### src/pkg/smps_pkg.sv
// Constants shared by the switched-mode supply control logic
package smps_pkg;
  // Level scale: one count is one millivolt
  localparam int LVL_W = 13;
  localparam logic [LVL_W-1:0] OSC_HIGH_MV = 13'h1388;  // 5.0 V upper switching threshold
  localparam logic [LVL_W-1:0] OSC_LOW_MV = 13'h07d0;   // 2.0 V lower switching threshold
  localparam logic [LVL_W-1:0] RAMP_MIN_MV = 13'h0708;  // 1.8 V ramp minimum
  localparam logic [LVL_W-1:0] RAMP_MAX_MV = 13'h157c;  // 5.5 V ramp maximum
  localparam logic [LVL_W-1:0] SS_MAX_MV = 13'h1388;    // 5.0 V soft-start clamp
  localparam logic [LVL_W-1:0] SS_SET_MV = 13'h05dc;    // 1.5 V soft-start comparator

  // Timing
  localparam int CLK_PERIOD_NS = 10;
  localparam int CL_OFF_NS = 250;
  localparam int CL_OFF_CYC = (CL_OFF_NS / CLK_PERIOD_NS < 1) ? 1 : CL_OFF_NS / CLK_PERIOD_NS;

  // Register map (byte addresses, word aligned)
  localparam int ADDR_W = 8;
  localparam logic [ADDR_W-1:0] OSC_RISE_OFS = 8'h00;
  localparam logic [ADDR_W-1:0] OSC_FALL_OFS = 8'h04;
  localparam logic [ADDR_W-1:0] RAMP_RISE_OFS = 8'h08;
  localparam logic [ADDR_W-1:0] SS_CHARGE_OFS = 8'h0c;
  localparam logic [ADDR_W-1:0] SS_DISCH_OFS = 8'h10;
  localparam logic [ADDR_W-1:0] ERR_AMP_OFS = 8'h14;
  localparam logic [ADDR_W-1:0] STATUS_OFS = 8'h18;
  localparam logic [ADDR_W-1:0] LEVELS_OFS = 8'h1c;

  // Reset values of the writable registers
  localparam logic [LVL_W-1:0] OSC_RISE_RST = 13'h0064;
  localparam logic [LVL_W-1:0] OSC_FALL_RST = 13'h0258;
  localparam logic [LVL_W-1:0] RAMP_RISE_RST = 13'h0064;
  localparam logic [LVL_W-1:0] SS_CHARGE_RST = 13'h0003;
  localparam logic [LVL_W-1:0] SS_DISCH_RST = 13'h0001;
  localparam logic [LVL_W-1:0] ERR_AMP_RST = 13'h157c;

  // Status register bit positions
  localparam int ST_GATE = 0;
  localparam int ST_TOFF = 1;
  localparam int ST_ERRFF = 2;
  localparam int ST_FALL = 3;
  localparam int ST_SUPPLY = 4;
  localparam int ST_STBY = 5;
  localparam int ST_OV = 6;
  localparam int ST_UV = 7;
  localparam int ST_REFOC = 8;
  localparam int ST_CLIM = 9;
  localparam int ST_DTRIP = 10;
  localparam int ST_W = 11;

  // Synchroniser vector positions
  localparam int IN_SUPPLY = 0;
  localparam int IN_STBY = 1;
  localparam int IN_DTRIP = 2;
  localparam int IN_CLIM = 3;
  localparam int IN_OV = 4;
  localparam int IN_UV = 5;
  localparam int IN_REFOC = 6;
  localparam int IN_W = 7;
endpackage

### src/hdl/smps_pwm_control_logic.sv
// PWM control logic of a single-phase switched-mode supply controller
// Functional notes
// [RULE1] Gate off until supply passes turn-on threshold
// [RULE2] Standby undervoltage holds device idle, gate off
// [RULE3] Oscillator falling phase issues trigger pulse
// [RULE4] Ramp locked to oscillator, restarts per trigger
// [RULE5] Ramp compared against lower of two thresholds
// [RULE6] Ramp above threshold resets turn-off flop
// [RULE7] Trigger sets turn-off flop unless reset pending
// [RULE8] Current limit or duty trip reset flop
// [RULE9] Soft-start below 1.5 V requests error set
// [RULE10] Error flop set blocked while fault pending
// [RULE11] Soft-start from zero, rises to 5 V
// [RULE12] Error disables gate, soft-start slowly discharges
// [RULE13] Duty nonzero only above 1.8 V ramp minimum
// [RULE14] Fault forces gate low, restart via soft-start
// [RULE15] Overvoltage, reference overcurrent, undervoltage are errors
// [RULE16] Overvoltage drives hysteresis hold output
// [RULE17] Undervoltage disables gate, restarts via soft-start
// [RULE18] After current limit, re-enable at next trigger
// [RULE19] Current limit turns gate off within 250 ns
// [RULE20] Gate active high, low through falling phase
// [RULE21] Soft-start clamps 5 V, ramp reaches 5.5 V
// [RULE22] Standby holds gate low
// [RULE23] Comparator decisions are synchronised single bits
// [RULE24] Oscillator, ramp, soft-start are counters with increments
//
// Implementation choices: register access over Avalon-MM and the placing of the registers.
`timescale 1ns/1ps
module smps_pwm_control_logic
  import smps_pkg::*;
(
  // Clock and reset
  input wire logic clk,
  input wire logic rstn,
  // Analog comparator decisions
  input wire logic supply_turn_on_threshold,
  input wire logic standby_undervoltage,
  input wire logic duty_trip_comparator,
  input wire logic current_limit_comparator,
  input wire logic overvoltage_comparator,
  input wire logic undervoltage_comparator,
  input wire logic ref_overcurrent,
  // Outputs to the power stage and sense network
  output logic gate_drive_out,
  output logic ov_hysteresis_out,
  // Avalon-MM slave
  input wire logic [ADDR_W-1:0] address,
  input wire logic read,
  input wire logic write,
  input wire logic [31:0] writedata,
  output logic [31:0] readdata,
  output logic waitrequest
);

  function automatic logic [LVL_W-1:0] sat_add(input logic [LVL_W-1:0] a,
                                               input logic [LVL_W-1:0] b,
                                               input logic [LVL_W-1:0] lim);
    logic [LVL_W:0] s;
    s = {1'b0, a} + {1'b0, b};
    sat_add = (s >= {1'b0, lim}) ? lim : s[LVL_W-1:0];
  endfunction

  function automatic logic [LVL_W-1:0] sat_sub(input logic [LVL_W-1:0] a,
                                               input logic [LVL_W-1:0] b,
                                               input logic [LVL_W-1:0] lim);
    logic [LVL_W:0] floor_v;
    // Widened so a large decrement cannot wrap the floor test
    floor_v = {1'b0, lim} + {1'b0, b};
    sat_sub = ({1'b0, a} <= floor_v) ? lim : a - b;
  endfunction

  logic [IN_W-1:0] meta_r;
  logic [IN_W-1:0] sync_r;
  logic [LVL_W-1:0] osc_rise_r, osc_fall_r, ramp_rise_r, ss_charge_r, ss_disch_r, err_amp_r;
  logic [LVL_W-1:0] osc_r, ramp_r, ss_r;
  logic falling_r, trig_r, toff_r, err_r;
  logic supply_s, stby_s, dtrip_s, clim_s, ov_s, uv_s, refoc_s;
  logic run, fault, error_now, duty_off, ss_low, osc_top;
  logic [LVL_W-1:0] thresh;
  logic [ST_W-1:0] status;

  // Async comparator results pass two flops first
  always_ff @(posedge clk or negedge rstn) begin
    if (!rstn) begin
      meta_r <= '0;
      sync_r <= '0;
    end else begin
      meta_r <= {ref_overcurrent, undervoltage_comparator, overvoltage_comparator,
                 current_limit_comparator, duty_trip_comparator, standby_undervoltage,
                 supply_turn_on_threshold};
      sync_r <= meta_r; // [RULE23]
    end
  end

  assign supply_s = sync_r[IN_SUPPLY];
  assign stby_s = sync_r[IN_STBY];
  assign dtrip_s = sync_r[IN_DTRIP];
  assign clim_s = sync_r[IN_CLIM];
  assign ov_s = sync_r[IN_OV];
  assign uv_s = sync_r[IN_UV];
  assign refoc_s = sync_r[IN_REFOC];

  assign run = supply_s & ~stby_s; // [RULE1] [RULE2]
  assign fault = ~run | ov_s | uv_s | refoc_s; // [RULE15] [RULE17]
  assign error_now = fault | ~err_r; // [RULE12]
  assign thresh = (err_amp_r < ss_r) ? err_amp_r : ss_r; // [RULE5]
  assign duty_off = dtrip_s | (ramp_r > thresh); // [RULE6]
  assign ss_low = ss_r < SS_SET_MV; // [RULE9]
  assign osc_top = !falling_r &&
                   (sat_add(osc_r, osc_rise_r, OSC_HIGH_MV) == OSC_HIGH_MV); // [RULE3]

  // Oscillator: long rising phase, short falling phase
  always_ff @(posedge clk or negedge rstn) begin
    if (!rstn) begin
      osc_r <= OSC_LOW_MV;
      falling_r <= 1'b0;
      trig_r <= 1'b0;
    end else begin
      trig_r <= 1'b0;
      if (!falling_r) begin
        osc_r <= sat_add(osc_r, osc_rise_r, OSC_HIGH_MV); // [RULE24]
        if (osc_top) begin
          falling_r <= 1'b1;
          trig_r <= 1'b1; // [RULE3]
        end
      end else begin
        osc_r <= sat_sub(osc_r, osc_fall_r, OSC_LOW_MV);
        if (sat_sub(osc_r, osc_fall_r, OSC_LOW_MV) == OSC_LOW_MV) begin
          falling_r <= 1'b0;
        end
      end
    end
  end

  // Ramp restarts with the trigger, so the set sees the ramp minimum
  always_ff @(posedge clk or negedge rstn) begin
    if (!rstn) begin
      ramp_r <= RAMP_MIN_MV;
    end else if (osc_top || falling_r) begin
      ramp_r <= RAMP_MIN_MV; // [RULE4]
    end else begin
      ramp_r <= sat_add(ramp_r, ramp_rise_r, RAMP_MAX_MV); // [RULE21]
    end
  end

  // Soft-start level; held empty until the supply is up
  always_ff @(posedge clk or negedge rstn) begin
    if (!rstn) begin
      ss_r <= '0;
    end else if (!run) begin
      ss_r <= '0; // [RULE11]
    end else if (error_now) begin
      ss_r <= sat_sub(ss_r, ss_disch_r, '0); // [RULE12]
    end else begin
      ss_r <= sat_add(ss_r, ss_charge_r, SS_MAX_MV); // [RULE11] [RULE21]
    end
  end

  // Error flop: reset dominates the soft-start set request
  always_ff @(posedge clk or negedge rstn) begin
    if (!rstn) begin
      err_r <= 1'b0;
    end else if (fault) begin
      err_r <= 1'b0; // [RULE14] [RULE15]
    end else if (ss_low) begin
      err_r <= 1'b1; // [RULE10]
    end
  end

  // Turn-off flop; ramp starts at 1.8 V so a low soft-start keeps it reset
  always_ff @(posedge clk or negedge rstn) begin
    if (!rstn) begin
      toff_r <= 1'b0;
    end else if (clim_s || duty_off) begin
      toff_r <= 1'b0; // [RULE8] [RULE13]
    end else if (trig_r) begin
      toff_r <= 1'b1; // [RULE7] [RULE18]
    end
  end

  // Gate also masked by live resets to save a cycle on current limit
  always_ff @(posedge clk or negedge rstn) begin
    if (!rstn) begin
      gate_drive_out <= 1'b0;
      ov_hysteresis_out <= 1'b0;
    end else begin
      gate_drive_out <= toff_r & err_r & ~falling_r & ~fault & ~clim_s; // [RULE19] [RULE20] [RULE22]
      ov_hysteresis_out <= ov_s; // [RULE16]
    end
  end

  assign status = {dtrip_s, clim_s, refoc_s, uv_s, ov_s, stby_s, supply_s,
                   falling_r, err_r, toff_r, gate_drive_out};

  // Bus slave: every access answers one cycle after it appears
  always_ff @(posedge clk or negedge rstn) begin
    if (!rstn) begin
      waitrequest <= 1'b1;
      readdata <= '0;
    end else begin
      waitrequest <= ~((read | write) & waitrequest);
      if (read && waitrequest) begin
        if (address == OSC_RISE_OFS) begin
          readdata <= {19'h0, osc_rise_r};
        end else if (address == OSC_FALL_OFS) begin
          readdata <= {19'h0, osc_fall_r};
        end else if (address == RAMP_RISE_OFS) begin
          readdata <= {19'h0, ramp_rise_r};
        end else if (address == SS_CHARGE_OFS) begin
          readdata <= {19'h0, ss_charge_r};
        end else if (address == SS_DISCH_OFS) begin
          readdata <= {19'h0, ss_disch_r};
        end else if (address == ERR_AMP_OFS) begin
          readdata <= {19'h0, err_amp_r};
        end else if (address == STATUS_OFS) begin
          readdata <= {21'h0, status};
        end else if (address == LEVELS_OFS) begin
          readdata <= {3'h0, ramp_r, 3'h0, ss_r};
        end else begin
          readdata <= '0;
        end
      end
    end
  end

  always_ff @(posedge clk or negedge rstn) begin
    if (!rstn) begin
      osc_rise_r <= OSC_RISE_RST;
      osc_fall_r <= OSC_FALL_RST;
      ramp_rise_r <= RAMP_RISE_RST;
      ss_charge_r <= SS_CHARGE_RST;
      ss_disch_r <= SS_DISCH_RST;
      err_amp_r <= ERR_AMP_RST;
    end else if (write && !waitrequest) begin
      if (address == OSC_RISE_OFS) begin
        osc_rise_r <= writedata[LVL_W-1:0]; // [RULE24]
      end else if (address == OSC_FALL_OFS) begin
        osc_fall_r <= writedata[LVL_W-1:0];
      end else if (address == RAMP_RISE_OFS) begin
        ramp_rise_r <= writedata[LVL_W-1:0];
      end else if (address == SS_CHARGE_OFS) begin
        ss_charge_r <= writedata[LVL_W-1:0];
      end else if (address == SS_DISCH_OFS) begin
        ss_disch_r <= writedata[LVL_W-1:0];
      end else if (address == ERR_AMP_OFS) begin
        err_amp_r <= writedata[LVL_W-1:0];
      end
    end
  end

  // Checking helpers
  logic [7:0] clim_hi_cnt;
  always_ff @(posedge clk or negedge rstn) begin
    if (!rstn) begin
      clim_hi_cnt <= '0;
    end else if (clim_s && gate_drive_out) begin
      clim_hi_cnt <= clim_hi_cnt + 8'h01;
    end else begin
      clim_hi_cnt <= '0;
    end
  end
endmodule

### config.mk
export PLATFORM = sky130hd
export DESIGN_NAME = smps_pwm_control_logic
export DESIGN_NICKNAME = d
export VERILOG_FILES = /design/src/pkg/smps_pkg.sv /design/src/hdl/smps_pwm_control_logic.sv
export SDC_FILE = /design/constraint.sdc
export NUM_CORES = 1
export LEC_CHECK = 0
export ABC_AREA = 1
export BUFFER_PORTS_ARGS = -buffer_cell sky130_fd_sc_hd__buf_4
export CAP_MARGIN = 10
export CORE_MARGIN = 2
export CORE_UTILIZATION = 50
export DETAILED_ROUTE_END_ITERATION = 16
export PLACE_DENSITY = 0.71
export SLEW_MARGIN = 20
export SYNTH_ARGS = -nofsm -noshare
export SYNTH_HDL_FRONTEND = slang
export SYNTH_SLANG_ARGS = --single-unit
### constraint.sdc
create_clock -name clk -period 2.92 [get_ports clk]
set_clock_uncertainty 0.1 [all_clocks]
set_input_delay 0.146 -clock clk [delete_from_list [all_inputs] [get_ports clk]]
set_output_delay 0.146 -clock clk [all_outputs]
set_load 0.005 [all_outputs]
; ---- After elaboration in Yosys (flattened, before gate mapping)
; Index checks and enable logic that the tools add are counted.
[totals]
regBits = 170
input_bits = 51
output_inout_bits = 35
[classes]
n_addsub = 6
n_lt_le_gt_ge = 8
n_eq_ne = 9
n_mux = 26
bitwise = 24
n_reduce_logical = 16
[ops]
columns = op, count
row1 = $mux W29, 5
row2 = $mux W13, 10
row3 = $mux W32, 3
row4 = $add A13 B13 Y14, 3
row5 = $ge A14 B13 Y1 const B, 3
row6 = $eq A8 B5 Y1 const B, 4
row7 = $sub A13 B13 Y13, 2
row8 = $eq A8 B4 Y1 const B, 2
row9 = $add A11 B13 Y14 const A, 1
row10 = $le A13 B14 Y1, 1
row11 = $eq A13 B11 Y1 const B, 1
row12 = $eq A13 B13 Y1 const B, 1
row13 = $gt A13 B13 Y1, 1
row14 = $le A13 B13 Y1, 1
row15 = $lt A13 B11 Y1 const B, 1
row16 = $lt A13 B13 Y1, 1
row17 = $not A1 Y1, 12
row18 = $eq A8 B3 Y1 const B, 1
row19 = $logic_not A8 Y1, 1
row20 = $mux W1, 8
row21 = $reduce_and A7 Y1, 1
row22 = $and A1 B1 Y1, 6
row23 = $or A1 B1 Y1, 6
row24 = $reduce_and A6 Y1, 1
row25 = 8 further kinds, 13

; ---- Depth between registers and ports, before layout
[depth]
ltp_word = 9
ltp_mapped = 21

; ---- Least setup slack after synthesis
; Ideal clock, no wire load.
[synth_timing]
path_kind = register to register
start = reg ss_r[1]
end = reg toff_r
arrival_ns = 2.839
path_slack_ns = -0.141
path_stages_with_launch = 21
synth_period_minus_slack_ns = 3.061
path_cell_list = dfrtp_1 -> inv_1 -> ha_1 -> nand2_1 -> nor2_1 -> o21ai_0 -> o211ai_1 -> a21oi_1 -> nor2_1 -> nor2_1 -> o221ai_2 -> clkbuf_1 -> o21ai_0 -> ha_1 -> nand4_1 -> o221ai_1 -> a21oi_1 -> o21ai_0 -> nand3_1 -> a21oi_1 -> nor2_1
[synth_between]
elab_chain_cells = 6
word_cells_on_any_way = 7
[synth_lines]
columns = item, line
row1 = from (decl), smps_pwm_control_logic.sv:76  ; logic [LVL_W-1:0] osc_r, ramp_r, ss_r;
row2 = from (signal assigned), smps_pwm_control_logic.sv:154  ; ss_r <= sat_sub(ss_r, ss_disch_r, '0);
row3 = from (signal assigned), smps_pwm_control_logic.sv:156  ; ss_r <= sat_add(ss_r, ss_charge_r, SS_MAX_MV);
row4 = $lt A13 B13 Y1, smps_pwm_control_logic.sv:107  ; assign thresh = (err_amp_r < ss_r) ? err_amp_r : ss_r;
row5 = $mux W13 (*), smps_pwm_control_logic.sv:107
row6 = $gt A13 B13 Y1 (*), smps_pwm_control_logic.sv:108  ; assign duty_off = dtrip_s | (ramp_r > thresh);
row7 = $or A1 B1 Y1 (*), smps_pwm_control_logic.sv:108
row8 = $logic_or A1 B1 Y1 (*), smps_pwm_control_logic.sv:175  ; end else if (clim_s || duty_off) begin
row9 = $mux W1 / $reduce_bool A2 Y1 (equally long branches), n/a
row10 = to (signal assigned), smps_pwm_control_logic.sv:174  ; toff_r <= 1'b0;
row11 = to (signal assigned), smps_pwm_control_logic.sv:176  ; toff_r <= 1'b0;
row12 = to (signal assigned), smps_pwm_control_logic.sv:178  ; toff_r <= 1'b1;
row13 = to (decl), smps_pwm_control_logic.sv:77  ; logic falling_r, trig_r, toff_r, err_r;
; Every way passes the cells marked *; elsewhere a longest branch is shown, timed or not.
; A chain may end at the register's enable or synchronous reset.

; ---- Final worst setup path
[layout_timing]
start = reg err_amp_r[2]
end = reg toff_r
[layout_between]
elab_chain_cells = 6
word_cells_on_any_way = 7
[layout_lines]
columns = item, line
row1 = from (decl), smps_pwm_control_logic.sv:75  ; logic [LVL_W-1:0] osc_rise_r, osc_fall_r, ramp_rise_r, ss_charge_r, ss_disch_r, err_amp_r;
row2 = from (signal assigned), smps_pwm_control_logic.sv:247  ; err_amp_r <= writedata[LVL_W-1:0];
row3 = $lt A13 B13 Y1, smps_pwm_control_logic.sv:107
row4 = $mux W13 (*), smps_pwm_control_logic.sv:107
row5 = $gt A13 B13 Y1 (*), smps_pwm_control_logic.sv:108
row6 = $or A1 B1 Y1 (*), smps_pwm_control_logic.sv:108
row7 = $logic_or A1 B1 Y1 (*), smps_pwm_control_logic.sv:175
row8 = $mux W1 / $reduce_bool A2 Y1 (equally long branches), n/a
; Marks and branches as above.

==> results.md <==
* CTS buffer count at 17
* Detail Route Antenna Nets at 0
* Post-DP HPWL at 28000 um
* Hold Vio Cnt, Final at 0
* Crit Path Max Fanout at 5
* Initial Util at 51.2%
* Placed cells at 1917
* Lkg Pwr at 6.98 nW
* Vias per cell at 5.72
* YS warnings at 0
* Non-filler cells, final at 1974
* CP Launch Type: register
* EDFF count, synth at 0
* First-pass GRT wire length at 57100 um
* Status: complete, but fails checks
* Slew HR at 49.3%
* Clk buf depth at 2
* Die Ht at 156 um
* Max Fclk at 307 MHz
* Worst path cell trace: ha_4 -> nand2_2 -> nor2_2 -> o21ai_1 -> o211ai_1 -> a21oi_1 -> nor2_1 -> nor2_2 -> o221ai_4 -> clkbuf_16 -> o21ai_2 -> ha_1 -> nand4_1 -> o221ai_2 -> a21oi_2 -> o21ai_1 -> nand3_1 -> a21oi_2 -> nor2_1
* Crit path DAT at 3.48 ns
* Max Cap Viol at 0
* Total track usage at 30.3%
* P&R area growth vs syn at 18.7%
* Register area share after synthesis at 35.6%
* Root buf cell: clkbuf_16
* Clk slew on worst S/H paths at 0.07 ns
* FP Rows at 55
* Worst path slowest cell: dfstp_2
* DRT Pass-1 Iters at 6
* Layout cells sized above 1 at 16.1%
* RSZ-0062 raised after global routing: true
* Crit. End Element: register
* Final WS setup at -0.333 ns
* Async set or reset register ratio after synthesis at 100%
* CP max stage delay at 0.56 ns
* Netlist cell types at 56
* Die area at 0.0245 mm2
* Post-Syn Instances at 1563
* CTS tree: yes
* Met2 Track Usage GR at 48.9%
* Core area at 0.0227 mm2
* # diodes at 0
* Antenna violations before repair at 0
* Slew at the pin closest to its max-slew limit at 0.759 ns
* Endpoints failing setup at 1
* Routability cong. at 0.959
* Period minus WS final at 3.25 ns
* Via total after detailed routing at 11300
* Final Cell Area at 0.0138 mm2
* Worst Path Required at 3.15 ns
* Fin crit share at 111%
* Area of placed instances at 0.0126 mm2
* Clk sinks at 164
* Busiest grt layer: met2
* Largest net degree at the start of global routing at 73
* Drt total wl at 36700 um
* Yosys reg bits at 164
* Die X at 156 um
* Peak VDD IR at 437 uV
* Synthesized area per cell at 7.44 um2
* Power per cell area at 664 mW/mm2
* H-tree levels at 4
* Post-synth top flop: dfrtp_1
* Wire per inst at 18.6 um
* Initial DRC count at 1159
* Failing checks: negative setup slack
* Worst-Skew Late Latency at 0.44 ns
* Slew Limit Fails at 0
* Total I/O pin count at 86
* DRC Markers at 0
* Hold Path Class: input pin to register
* Met1 global-route usage at 42.2%
* PortBufs at 60
* Synthesized area at 0.0116 mm2
* GR Util met3 at 4.87%
* Vias in the first global route at 10600
* GRT Residual Overflow at 0
* CP Class: register to register
* Net count, final at 1831
==> layout by cell type, fill, tap and decap left out, drive strengths merged, types with 38 or more instances in the layout <==
cell,instances
nand4,38
nand3,94
inv,208
nand2,438
a21oi,90
nor2,103
buf,114
dfrtp,132
ha,99
o21ai,148
==> through the flow <==
stage                     power [mW]  setup TNS [ns]  util [%]  setup slack (ns)  hold WS [ns]
final                           9.15          -0.333      60.7            -0.333        0.0266
after global routing            9.72          -0.563      60.7            -0.538        0.0359
after CTS                       8.61          -0.238      59.0            -0.238        0.0108
after detailed placement        6.15          -0.217      55.6            -0.217         0.113
after global placement          6.10          -0.155      55.6            -0.155         0.109
after floorplan                 5.17         -0.0170         -           -0.0170        -0.250
==> kinds of logic after synthesis <==
kind of cell	synth area share, %
buf+inv	8.30
simple gates	26.1
xor+xnor	3.48
compound gates	14.9
fa+ha+maj	11.5
other cells	0.0323
flops	35.6
==> report_power, final <==
group | internal [mW] | total (mW) | switching [mW] | leakage [nW]
registers | 2.49 | 2.74 | 0.245 | 2.12
clock network | 1.40 | 2.43 | 1.03 | 0.309
logic | 1.59 | 3.98 | 2.40 | 4.54
total | 5.48 | 9.15 | 3.68 | 6.98
==> path summary, 6_finish.rpt <==
| path | slack, ns | startpoint | to | depth (start not counted) |
|---|---|---|---|---|
| max in group asynchronous | 1.71 | rstn | osc_r[9] | 3 |
| min in group asynchronous | 0.18 | rstn | ov_hysteresis_out | 2 |
| setup / recovery | -0.33 | err_amp_r[2] | toff_r | 19 |
| hold reg to reg | 0.25 | meta_r[0] | sync_r[0] | 0 |
| hold / removal | 0.03 | writedata[2] | ramp_rise_r[2] | 3 |
| setup reg to reg | -0.33 | err_amp_r[2] | toff_r | 19 |
==> state kept, by name, summed over array words and instances (netlist names), 7 cells and up <==
name and cells:
err_amp_r 13, meta_r 7, osc_fall_r 13, osc_r 13, osc_rise_r 13, ramp_r 13
ramp_rise_r 13, readdata 26, ss_charge_r 13, ss_disch_r 13, ss_r 13, sync_r 7
==> critical path: cells and delay by family, from the launching register on <==
kind | cells | cell delay, ns
compound gates | 9 | 1.22
buf+inv | 1 | 0.22
fa+ha+maj | 2 | 0.43
flops | 1 | 0.56
simple gates | 7 | 0.62
==> area by class of cell <==
| class | instances | area [um2] |
|---|---|---|
| Clock buffer | 18 | 439 |
| Clock inverter | 14 | 188 |
| Fill cell | 2070 | 8910 |
| Inverter | 203 | 764 |
| Multi-Input combinational cell | 1161 | 6810 |
| Sequential cell | 164 | 4150 |
| Tap cell | 285 | 357 |
| Timing Repair Buffer | 128 | 1090 |
| Timing Repair inverter | 1 | 7.51 |
==> cells in the mapped netlist (6+ instances only) <==
cell	number	area share, %
nand2_1	424	14
inv_2	6	0.19
clkbuf_1	23	0.74
o211ai_1	17	1.1
dfstp_2	32	7.2
nor3_1	16	0.69
o21bai_1	7	0.45
dfrtp_1	132	28
buf_4	8	0.52
a31oi_1	6	0.32
o21ai_1	20	0.86
nand2_2	10	0.54
buf_2	9	0.39
xor2_1	26	2.0
a21oi_1	83	3.6
nor2_1	99	3.2
o21ai_0	128	5.5
nand3_1	90	3.9
nand4_1	38	2.0
o221ai_1	6	0.45
inv_1	195	6.3
xnor2_1	17	1.3
ha_1	99	11
==> what timing repair did <==
| action | 4_1_cts | 5_1_grt |
|---|---|---|
| setup endpoints to repair | 1 | 27 |
| hold buffers | 12 | 0 |
| resized for setup | 1 | 61 |
| buffers inserted | 1 | 7 |
| pin swaps | 5 | 29 |
| endpoints found under the hold margin | 70 | 0 |
| cloned | 0 | 5 |
==> layer usage <==
layer,vias to the layer above,routed length [um]
met5,-,0
met4,0,930
met3,66,2820
met2,477,17000
met1,5337,16000
li1,5402,-
Power figures use the tool's default switching activity.
